File: config.mk
export PLATFORM = sky130hd
export DESIGN_NAME = ilb_ctrl
export DESIGN_NICKNAME = d
export VERILOG_FILES = /design/src/core/ilb_pkg.sv /design/src/core/ilb_cond_if.sv /design/src/core/ilb_cond_det.sv /design/src/core/ilb_ctrl.sv
export SDC_FILE = /design/constraint.sdc
export NUM_CORES = 1
export LEC_CHECK = 0
export BUFFER_PORTS_ARGS = -buffer_cell sky130_fd_sc_hd__buf_2
export CAP_MARGIN = 20
export CORE_MARGIN = 2
export CORE_UTILIZATION = 25
export DETAILED_ROUTE_END_ITERATION = 8
export GPL_TIMING_DRIVEN = 0
export PLACE_DENSITY = 0.52
export SLEW_MARGIN = 20
export SYNTH_ARGS = -nofsm -noshare
export SYNTH_HDL_FRONTEND = slang
export SYNTH_HIERARCHICAL = 1
export SYNTH_SLANG_ARGS = --single-unit
File: constraint.sdc
create_clock -name ref_clk -period 3.8 [get_ports ref_clk]
set_clock_uncertainty 0.2 [all_clocks]
set_input_delay 0.38 -clock ref_clk [delete_from_list [all_inputs] [get_ports ref_clk]]
set_output_delay 0.38 -clock ref_clk [all_outputs]
set_load 0.01 [all_outputs]
File: src/core/ilb_pkg.sv
// Shared constants, state codes and the controller state record for the live-insertion buffer.
package ilb_pkg;

    // Reference clock period and bus idle time, both in nanoseconds.
    localparam int CLK_PERIOD_NS   = 5;
    localparam int IDLE_TIME_NS    = 95000;
    // A least time, so the cycle count rounds up.
    localparam int IDLE_CYCLES_DEF = (IDLE_TIME_NS + CLK_PERIOD_NS - 1) / CLK_PERIOD_NS;

    // Cycles to ignore the far side after releasing a drive: two sync stages plus the output register.
    localparam logic [1:0] HOLD_CYCLES = 2'h3;

    // Bit positions inside the synchroniser vectors.
    localparam int SY_BP_DATA  = 0;
    localparam int SY_BP_CLOCK = 1;
    localparam int SY_CD_DATA  = 2;
    localparam int SY_CD_CLOCK = 3;
    localparam int SY_LOCKOUT  = 4;
    localparam int SY_SENSE    = 5;
    localparam int SY_W        = 6;

    // Bit positions inside a drive pair.
    localparam int DRV_BP = 1;
    localparam int DRV_CD = 0;

    // Values after reset.
    localparam logic [SY_W-1:0] SYNC_RST  = 6'h1f;
    localparam logic            READY_RST = 1'h1;

    typedef enum logic [1:0] {
        ILB_ST_LOCK = 2'b00,
        ILB_ST_WAIT = 2'b01,
        ILB_ST_CONN = 2'b10,
        ILB_ST_ISO  = 2'b11
    } ilb_state_t;

    typedef struct packed {
        logic [SY_W-1:0] sync1;
        logic [SY_W-1:0] sync2;
        ilb_state_t      state;
        logic            need_card;
        logic            bp_seen;
        logic            card_seen;
        logic [1:0]      drv_data;
        logic [1:0]      drv_clock;
        logic [1:0]      hold_data;
        logic [1:0]      hold_clock;
        logic            ready_pull;
        logic            drive_level;
    } ilb_ctrl_state_t;

endpackage : ilb_pkg

File: src/core/ilb_cond_if.sv
// Carrier between the controller and one stop-or-idle detector.
`timescale 1ns/10ps
`default_nettype none

interface ilb_cond_if;
    logic data;
    logic clock;
    logic arm;
    logic event_p;

    modport det (
        input  data,
        input  clock,
        input  arm,
        output event_p
    );

    modport user (
        output data,
        output clock,
        output arm,
        input  event_p
    );
endinterface : ilb_cond_if

`default_nettype wire

File: src/core/ilb_cond_det.sv
// Stop-condition and bus-idle detector for one synchronised line pair.
`timescale 1ns/10ps
`default_nettype none

module ilb_cond_det
    import ilb_pkg::*;
#(
    parameter int IDLE_CYCLES = IDLE_CYCLES_DEF
)
(
    input wire logic ref_clk,
    input wire logic rst_n,
    ilb_cond_if.det  lines
);

    localparam int CNT_W = $clog2(IDLE_CYCLES + 1);

    if (IDLE_CYCLES < 2)
    begin : g_bad_idle
        $error("IDLE_CYCLES must be at least 2");
    end

    typedef struct packed {
        logic             prev_data;
        logic [CNT_W-1:0] cnt;
        logic             event_p;
    } ilb_det_state_t;

    ilb_det_state_t cur_ff;
    ilb_det_state_t nxt_cur;

    localparam logic [CNT_W-1:0] CNT_TOP = CNT_W'(IDLE_CYCLES);

    always_comb
    begin
        nxt_cur           = cur_ff;
        nxt_cur.prev_data = lines.data;
        nxt_cur.event_p   = 1'b0;
        if (!lines.arm || !(lines.data && lines.clock))
        begin
            nxt_cur.cnt = '0;
        end
        else if (cur_ff.cnt != CNT_TOP)
        begin
            nxt_cur.cnt = cur_ff.cnt + CNT_W'(1);
        end
        if (lines.arm)
        begin
            // Stop: data rises while clock stays high.
            if (!cur_ff.prev_data && lines.data && lines.clock)
            begin
                nxt_cur.event_p = 1'b1;
            end
            // Idle: both lines high for the full count.
            if (lines.data && lines.clock && cur_ff.cnt == CNT_TOP - CNT_W'(1))
            begin
                nxt_cur.event_p = 1'b1;
            end
        end
    end

    always_ff @(posedge ref_clk or negedge rst_n)
    begin
        if (!rst_n)
        begin
            cur_ff <= '{prev_data: 1'b1, cnt: '0, event_p: 1'b0};
        end
        else
        begin
            cur_ff <= nxt_cur;
        end
    end

    assign lines.event_p = cur_ff.event_p;

endmodule : ilb_cond_det

`default_nettype wire

File: src/core/ilb_ctrl.sv
// Live-insertion connection controller for a two-wire bus buffer.
`timescale 1ns/10ps
`default_nettype none

// Summary of operation
// - Lockout ignores lines and keeps segments apart.
// - After lockout, wait for backplane stop or idle.
// - Connect only if card data and clock high.
// - Connected: a low on one side propagates across.
// - Pair rises only when all drivers release, except the short pulse on the owning side noted at the pair function.
// - Sense high isolates both pairs, pulls ready low.
// - Ready high only when sensed low and started.
// - After sense drops, requalify both sides first.
// - Ready releases on the same edge as reconnection.
// - Isolated segments pass no low level across.
module ilb_ctrl
    import ilb_pkg::*;
#(
    parameter int IDLE_CYCLES = IDLE_CYCLES_DEF
)
(
    input  wire logic ref_clk,
    input  wire logic rst_n,
    input  wire logic supply_lockout,
    input  wire logic conn_sense,
    input  wire logic backplane_data_line_i,
    output var  logic backplane_data_line_o,
    output var  logic backplane_data_line_oe,
    input  wire logic backplane_clock_line_i,
    output var  logic backplane_clock_line_o,
    output var  logic backplane_clock_line_oe,
    input  wire logic card_data_line_i,
    output var  logic card_data_line_o,
    output var  logic card_data_line_oe,
    input  wire logic card_clock_line_i,
    output var  logic card_clock_line_o,
    output var  logic card_clock_line_oe,
    output var  logic ready_o,
    output var  logic ready_oe
);

    if (IDLE_CYCLES < 2)
    begin : g_bad_idle
        $error("IDLE_CYCLES must be at least 2");
    end

    if (HOLD_CYCLES < 2'h3)
    begin : g_bad_hold
        $error("HOLD_CYCLES must cover both sync stages and the output register");
    end

    if (SYNC_RST[SY_LOCKOUT] != 1'b1)
    begin : g_bad_sync_rst
        $error("The lockout stage must reset high so the block starts locked out");
    end

    if (SY_W != 6)
    begin : g_bad_sync_w
        $error("The synchroniser vector must hold exactly the six sampled pins");
    end

    ilb_ctrl_state_t cur_ff;
    ilb_ctrl_state_t nxt_cur;

    ilb_cond_if bp_if ();
    ilb_cond_if cd_if ();

    // One wired-AND pair: whichever side went low first owns the pull on the other side.
    // After our own pull is released the far side is ignored for a few cycles, because the
    // synchronised copy still shows the low that we made ourselves and would latch the pair.
    // Limitation: if outside drivers hold both sides low, the side that went low first (the backplane on a tie) owns the pull;
    // when it lets go, the other side's own low reappears on the owning side only after the hold,
    // so the owning side shows a short high pulse.
    function automatic logic [3:0] ilb_pair_next(
        input logic       connected,
        input logic       bp_line,
        input logic       cd_line,
        input logic [1:0] drv,
        input logic [1:0] hold
    );
        logic [1:0] nd;
        logic [1:0] nh;
        nd = 2'b00;
        nh = (hold != 2'h0) ? hold - 2'h1 : 2'h0;
        if (!connected)
        begin
            nd = 2'b00;
            nh = 2'h0;
        end
        else if (drv[DRV_CD])
        begin
            // Held until the backplane side is released by everyone.
            nd[DRV_CD] = !bp_line;
            nh         = bp_line ? HOLD_CYCLES : 2'h0;
        end
        else if (drv[DRV_BP])
        begin
            nd[DRV_BP] = !cd_line;
            nh         = cd_line ? HOLD_CYCLES : 2'h0;
        end
        else if (hold == 2'h0)
        begin
            if (!bp_line)
            begin
                nd[DRV_CD] = 1'b1;
            end
            else if (!cd_line)
            begin
                nd[DRV_BP] = 1'b1;
            end
        end
        return {nd, nh};
    endfunction : ilb_pair_next

    // The detectors listen and the sticky flags live only while qualifying.
    function automatic logic ilb_qualifying(
        input ilb_state_t st
    );
        return (st == ILB_ST_WAIT);
    endfunction : ilb_qualifying

    // Synchronised copies; only the second stage is read by any logic.
    logic bp_data;
    logic bp_clock;
    logic cd_data;
    logic cd_clock;
    logic lockout;
    logic sense;

    assign bp_data  = cur_ff.sync2[SY_BP_DATA];
    assign bp_clock = cur_ff.sync2[SY_BP_CLOCK];
    assign cd_data  = cur_ff.sync2[SY_CD_DATA];
    assign cd_clock = cur_ff.sync2[SY_CD_CLOCK];
    assign lockout  = cur_ff.sync2[SY_LOCKOUT];
    assign sense    = cur_ff.sync2[SY_SENSE];

    // Detectors listen only while qualifying, so activity during lockout is ignored.
    assign bp_if.data  = bp_data;
    assign bp_if.clock = bp_clock;
    assign bp_if.arm   = ilb_qualifying(cur_ff.state);
    assign cd_if.data  = cd_data;
    assign cd_if.clock = cd_clock;
    assign cd_if.arm   = ilb_qualifying(cur_ff.state) && cur_ff.need_card;

    ilb_cond_det #(
        .IDLE_CYCLES (IDLE_CYCLES)
    ) u_bp_det (
        .ref_clk (ref_clk),
        .rst_n   (rst_n),
        .lines   (bp_if.det)
    );

    ilb_cond_det #(
        .IDLE_CYCLES (IDLE_CYCLES)
    ) u_cd_det (
        .ref_clk (ref_clk),
        .rst_n   (rst_n),
        .lines   (cd_if.det)
    );

    logic qualified;
    logic [3:0] pair_data;
    logic [3:0] pair_clock;
    logic conn_next;

    always_comb
    begin
        nxt_cur       = cur_ff;
        // Bit order follows the synchroniser positions in the package.
        nxt_cur.sync1 = {
            conn_sense,
            supply_lockout,
            card_clock_line_i,
            card_data_line_i,
            backplane_clock_line_i,
            backplane_data_line_i
        };
        nxt_cur.sync2 = cur_ff.sync1;
        nxt_cur.drive_level = 1'b0;

        // Events set the sticky flags; a clear in the same cycle wins.
        nxt_cur.bp_seen   = cur_ff.bp_seen | bp_if.event_p;
        nxt_cur.card_seen = cur_ff.card_seen | cd_if.event_p;

        qualified = (cur_ff.bp_seen || bp_if.event_p)
                    && (!cur_ff.need_card || cur_ff.card_seen || cd_if.event_p);

        case (cur_ff.state)
            ILB_ST_LOCK:
            begin
                if (!lockout)
                begin
                    nxt_cur.state     = sense ? ILB_ST_ISO : ILB_ST_WAIT;
                    nxt_cur.need_card = 1'b0;
                end
            end
            ILB_ST_WAIT:
            begin
                if (sense)
                begin
                    nxt_cur.state = ILB_ST_ISO;
                end
                else if (qualified && cd_data && cd_clock)
                begin
                    nxt_cur.state = ILB_ST_CONN;
                end
            end
            ILB_ST_CONN:
            begin
                if (sense)
                begin
                    nxt_cur.state = ILB_ST_ISO;
                end
            end
            ILB_ST_ISO:
            begin
                if (!sense)
                begin
                    // The card may have been mid-transfer as well, so its detector is armed too.
                    nxt_cur.state     = ILB_ST_WAIT;
                    nxt_cur.need_card = 1'b1;
                end
            end
            default:
            begin
                nxt_cur.state = ILB_ST_LOCK;
            end
        endcase

        // Lockout overrides every state and drops all qualification.
        if (lockout)
        begin
            nxt_cur.state = ILB_ST_LOCK;
        end

        if (!ilb_qualifying(nxt_cur.state))
        begin
            nxt_cur.bp_seen   = 1'b0;
            nxt_cur.card_seen = 1'b0;
        end
        else if (!ilb_qualifying(cur_ff.state))
        begin
            nxt_cur.bp_seen   = bp_if.event_p;
            nxt_cur.card_seen = cd_if.event_p;
        end

        // A pin change shows in the second sync stage two edges later, and the state and
        // drive registers move on the third edge. Ready and the joint enables come from one
        // next state, so they can never disagree, not even for a single cycle.
        // Drives and ready follow the next state, so ready and the joint change on one edge.
        conn_next  = (nxt_cur.state == ILB_ST_CONN);
        pair_data  = ilb_pair_next(conn_next, bp_data, cd_data, cur_ff.drv_data, cur_ff.hold_data);
        pair_clock = ilb_pair_next(conn_next, bp_clock, cd_clock, cur_ff.drv_clock, cur_ff.hold_clock);
        nxt_cur.drv_data   = pair_data[3:2];
        nxt_cur.hold_data  = pair_data[1:0];
        nxt_cur.drv_clock  = pair_clock[3:2];
        nxt_cur.hold_clock = pair_clock[1:0];
        nxt_cur.ready_pull = !conn_next;
    end

    always_ff @(posedge ref_clk or negedge rst_n)
    begin
        if (!rst_n)
        begin
            cur_ff <= '{
                sync1:       SYNC_RST,
                sync2:       SYNC_RST,
                state:       ILB_ST_LOCK,
                need_card:   1'b0,
                bp_seen:     1'b0,
                card_seen:   1'b0,
                drv_data:    2'b00,
                drv_clock:   2'b00,
                hold_data:   2'h0,
                hold_clock:  2'h0,
                ready_pull:  READY_RST,
                drive_level: 1'b0
            };
        end
        else
        begin
            cur_ff <= nxt_cur;
        end
    end

    // Every pin output is a flip-flop; the level is a constant low, only the enables move.
    assign backplane_data_line_o   = cur_ff.drive_level;
    assign backplane_clock_line_o  = cur_ff.drive_level;
    assign card_data_line_o        = cur_ff.drive_level;
    assign card_clock_line_o       = cur_ff.drive_level;
    assign ready_o                 = cur_ff.drive_level;
    assign backplane_data_line_oe  = cur_ff.drv_data[DRV_BP];
    assign card_data_line_oe       = cur_ff.drv_data[DRV_CD];
    assign backplane_clock_line_oe = cur_ff.drv_clock[DRV_BP];
    assign card_clock_line_oe      = cur_ff.drv_clock[DRV_CD];
    assign ready_oe                = cur_ff.ready_pull;

endmodule : ilb_ctrl

`default_nettype wire

==> run_summary.xml <==
<?xml version="1.0" encoding="UTF-8"?>
<metrics>
  <group name="min_path">
    <metric name="holdCritPathClass" unit="">reg2reg</metric>
  </group>
  <group name="clock_network">
    <metric name="path_clk_slew" unit="ns">0.05</metric>
    <metric name="ctsHtreeMaxLevel" unit="">3</metric>
    <metric name="clk_path_buf_depth" unit="">2</metric>
    <metric name="post_cts.resized_instances" unit="">0</metric>
    <metric name="clock_tree.root_cell" unit="">clkbuf_16</metric>
    <metric name="cts_tree" unit="">done</metric>
    <metric name="insertion_delay" unit="ns">0.32</metric>
    <metric name="cts-buffers-inserted" unit="">9</metric>
    <metric name="cts_setup_buffers" unit="">0</metric>
    <metric name="cts.sinks" unit="">60</metric>
  </group>
  <group name="critical_path">
    <metric name="path_max_fanout" unit="">10</metric>
    <metric name="required" unit="ns">3.84</metric>
    <metric name="start_kind" unit="">flop</metric>
    <metric name="worst_path_max_delay_cell" unit="">dfrtp_1</metric>
    <metric name="timing.critical_path.cells" unit="">nor2b_1 &gt; and2_1 &gt; and3_1 &gt; clkbuf_1 &gt; nand3b_1 &gt; o21ai_0</metric>
    <metric name="number_of_buffers_and_inverters_on_the_critical_path" unit="">1</metric>
    <metric name="criticalPathCategory" unit="">reg2reg</metric>
    <metric name="setup.worst_path.end_class" unit="">flop</metric>
    <metric name="cp_slowest_stage_delay" unit="ns">0.41</metric>
    <metric name="timing.critical_path.max_delay_family" unit="">simple AND/OR/NAND/NOR gates</metric>
    <metric name="critical_path_arrival" unit="ns">2.18</metric>
    <metric name="ff2ff_setup_slack" unit="ns">1.66</metric>
  </group>
  <group name="sta">
    <metric name="period_share" unit="">0.562</metric>
    <metric name="final.setup.tns" unit="ns">0</metric>
    <metric name="grt_setup_unrepaired" unit="">false</metric>
    <metric name="maxSlewHeadroom" unit="">0.504</metric>
    <metric name="final_critical_path_setup_slack" unit="ns">1.66</metric>
    <metric name="count_of_final_setup_violators" unit="">0</metric>
    <metric name="max_slew.worst_pin.slew" unit="ns">0.744</metric>
    <metric name="maxSlewViolCount" unit="">0</metric>
    <metric name="min_period" unit="ns">2.14</metric>
    <metric name="report.final.hold_viol_count" unit="">0</metric>
    <metric name="achievable-frequency" unit="GHz">0.468</metric>
  </group>
  <group name="detailed_routing">
    <metric name="routed-via-count" unit="">2209</metric>
    <metric name="avgViaCountPerCell" unit="">4.79</metric>
    <metric name="drt_first_iter_violations" unit="">102</metric>
    <metric name="route.detailed.wl_per_inst" unit="µm">12.6</metric>
    <metric name="drc" unit="">0</metric>
    <metric name="drt_first_pass_iters" unit="">6</metric>
    <metric name="postRouteWirelength" unit="µm">5810</metric>
    <metric name="postRouteAntennaNets" unit="">0</metric>
  </group>
  <group name="die">
    <metric name="initial_core_util" unit="">0.255</metric>
    <metric name="rows" unit="">39</metric>
    <metric name="coreArea" unit="µm²">11400</metric>
    <metric name="floorplan.die.width" unit="µm">112</metric>
    <metric name="chipHeight" unit="µm">112</metric>
    <metric name="dieArea" unit="µm²">12500</metric>
    <metric name="ios" unit="">18</metric>
  </group>
  <group name="global_routing">
    <metric name="grt_util_all_layers" unit="">0.0983</metric>
    <metric name="grt_first_pass_wirelength" unit="µm">9920</metric>
    <metric name="first_global_vias" unit="">2074</metric>
    <metric name="grt_start_max_net_pins" unit="">61</metric>
    <metric name="grt_antenna_before_repair" unit="">0</metric>
    <metric name="global_route.overflow_total" unit="">0</metric>
  </group>
  <group name="power">
    <metric name="power_switching" unit="mW">0.337</metric>
    <metric name="power.share.clock" unit="">0.544</metric>
    <metric name="switching_share" unit="">0.210</metric>
    <metric name="p_int" unit="mW">1.27</metric>
    <metric name="vdd_ir_drop_max" unit="V">0.000337</metric>
    <metric name="pwr-share-comb" unit="">0.039</metric>
    <metric name="pwr_density_cell" unit="nW/µm²">453</metric>
    <metric name="pwr-share-seq" unit="">0.417</metric>
    <metric name="cellLeakagePower" unit="nW">1.31</metric>
  </group>
  <group name="layout">
    <metric name="area_delta_synth_final" unit="%">22.5</metric>
    <metric name="nFillCells" unit="">1161</metric>
    <metric name="drive_above_1_share" unit="">0.176</metric>
    <metric name="inserted_diodes" unit="">0</metric>
    <metric name="most-common-layout-cells" unit="">dfrtp_1, nand2_1, a21oi_1, inv_1, dfstp_2</metric>
    <metric name="fin_nets" unit="">325</metric>
    <metric name="mostFrequentLayoutCell" unit="">dfrtp_1</metric>
    <metric name="finalInstanceArea" unit="µm²">3550</metric>
  </group>
  <group name="placement">
    <metric name="dpl_cell_area" unit="µm²">3160</metric>
    <metric name="port_buffers" unit="">12</metric>
    <metric name="rd_place_congestion" unit="">0.772</metric>
    <metric name="detailedPlacementHpwl" unit="µm">3900</metric>
    <metric name="dp_worst_setup_slack" unit="ns">1.70</metric>
  </group>
  <group name="logic_synthesis">
    <metric name="gate_count_of_the_mapped_netlist" unit="">279</metric>
    <metric name="synthesized_cell_area" unit="µm²">2900</metric>
    <metric name="synth.distinct_cells" unit="">40</metric>
    <metric name="library_cell_occupying_the_most_area_in_the_post_synthesis_netlist" unit="">dfrtp_1</metric>
    <metric name="synth.ff_latch_count" unit="">60</metric>
    <metric name="yosys-top-cells-area" unit="">dfrtp_1, dfstp_2, mux2i_1, a21oi_1, nand2_1</metric>
    <metric name="yosys_warnings" unit="">6</metric>
    <metric name="syn_avg_cell_area" unit="µm²">10.4</metric>
    <metric name="yosys.area.top_type_share" unit="">0.406</metric>
    <metric name="sequential_fraction_of_the_synthesis_area" unit="">0.524</metric>
  </group>
  <group name="outcome">
    <metric name="run_status" unit="">complete, no violations</metric>
  </group>
  <group name="flow_run">
    <metric name="drv.max_cap_violation_count" unit="">0</metric>
  </group>
</metrics>
## path summary, 6_finish.rpt
| check | from | to | depth (start not counted) |
|---|---|---|---|
| worst max-delay path | cur_ff[13] | u_cd_det/cur_ff[3] | 6 |
| worst min-delay path | cur_ff[25] | cur_ff[19] | 0 |
| worst max register to register | cur_ff[13] | u_cd_det/cur_ff[3] | 6 |
| worst min register to register | cur_ff[25] | cur_ff[19] | 0 |
| max in group asynchronous | rst_n | u_cd_det/cur_ff[14] | 2 |
| min in group asynchronous | rst_n | cur_ff[26] | 2 |
## power by group through the flow
stage / clock (mW) / sequential (mW) / combinational, mW
CTS: 0.902 / 0.671 / 0.0643
floorplan: 0 / 0.678 / 0.0346
detailed placement: 0 / 0.681 / 0.0588
global placement: 0 / 0.681 / 0.0579
finish: 0.876 / 0.671 / 0.0631
global route: 0.926 / 0.673 / 0.0718
## flip-flops by register name (all words and copies together), names as in the netlist
signal	flops
cur_ff	17
u_bp_det/cur_ff	16
u_cd_det/cur_ff	16
backplane_clock_line_oe	1
backplane_data_line_oe	1
bp_clock	1
bp_data	1
card_clock_line_oe	1
card_data_line_oe	1
cd_clock	1
cd_data	1
ready_oe	1
u_bp_det/lines.event_p	1
u_cd_det/lines.event_p	1
## cells by family (layout without fill, tap and decap cells)
kind of cell	count (synthesis)	count (layout)	synth area share
other cells	1	5	0.00129
xor+xnor	4	4	0.0121
compound gates	47	47	0.0941
buf+inv	28	63	0.0453
fa+ha+maj	4	4	0.0173
simple gates	123	123	0.265
mux	12	12	0.0414
flops	60	60	0.524
## Yosys cell counts
master and instances:
a21o_1 2, a21oi_1 20, a31oi_1 3, and2_1 1
and3_1 2, buf_1 1, buf_4 5, buf_6 1
clkbuf_1 4, conb_1 1, dfrtp_1 47, dfstp_2 13
ha_1 4, inv_1 17, mux2i_1 12, nand2_1 23
nand2b_1 8, nand3_1 10, nand3b_1 10, nand4_1 8
nand4b_1 1, nand4bb_2 2, nor2_1 11, nor2b_1 1
nor3_1 8, nor3_2 2, nor3b_1 3, nor4_1 12
nor4_4 2, o21ai_0 12, o31ai_1 8, o32a_1 1
o32ai_1 1, or2_2 1, or3_1 4, or4_1 10
or4_4 2, or4b_1 2, xnor2_1 2, xor2_1 2
## what timing repair did
item	CTS	global route
endpoints found under the setup margin	0	0
hold buffers	7	0
hold endpoints to repair	53	0
## routing by layer
metal	vias up	routed length, µm	track usage
li1	1080	-	-
met1	1084	2850	0.129
met2	39	2710	0.149
met3	6	208	0.0392
met4	0	43	0.0296
met5	-	0	0
## through the flow
stage / cells / power (mW) / utilization / hold slack (ns)
finish: 461 / 1.61 / 0.312 / 0.155
CTS: 461 / 1.64 / 0.312 / 0.155
global route: 461 / 1.67 / 0.312 / 0.158
floorplan: 283 / 0.712 / - / -0.116
global placement: 438 / 0.739 / 0.277 / 0.137
detailed placement: 438 / 0.740 / 0.278 / 0.146
## cell type report
| type | count | area (µm²) | area share |
|---|---|---|---|
| Clock buffer | 10 | 239 | 0.0673 |
| Inverter | 17 | 63.8 | 0.0180 |
| Timing Repair Buffer | 19 | 133 | 0.0373 |
| Tap cell | 143 | 179 | 0.0504 |
| Sequential cell | 60 | 1520 | 0.427 |
| Multi-Input combinational cell | 195 | 1260 | 0.356 |
| Clock inverter | 6 | 87.6 | 0.0247 |
| Buffer | 11 | 67.6 | 0.0190 |
Power figures use the tool's default switching activity.
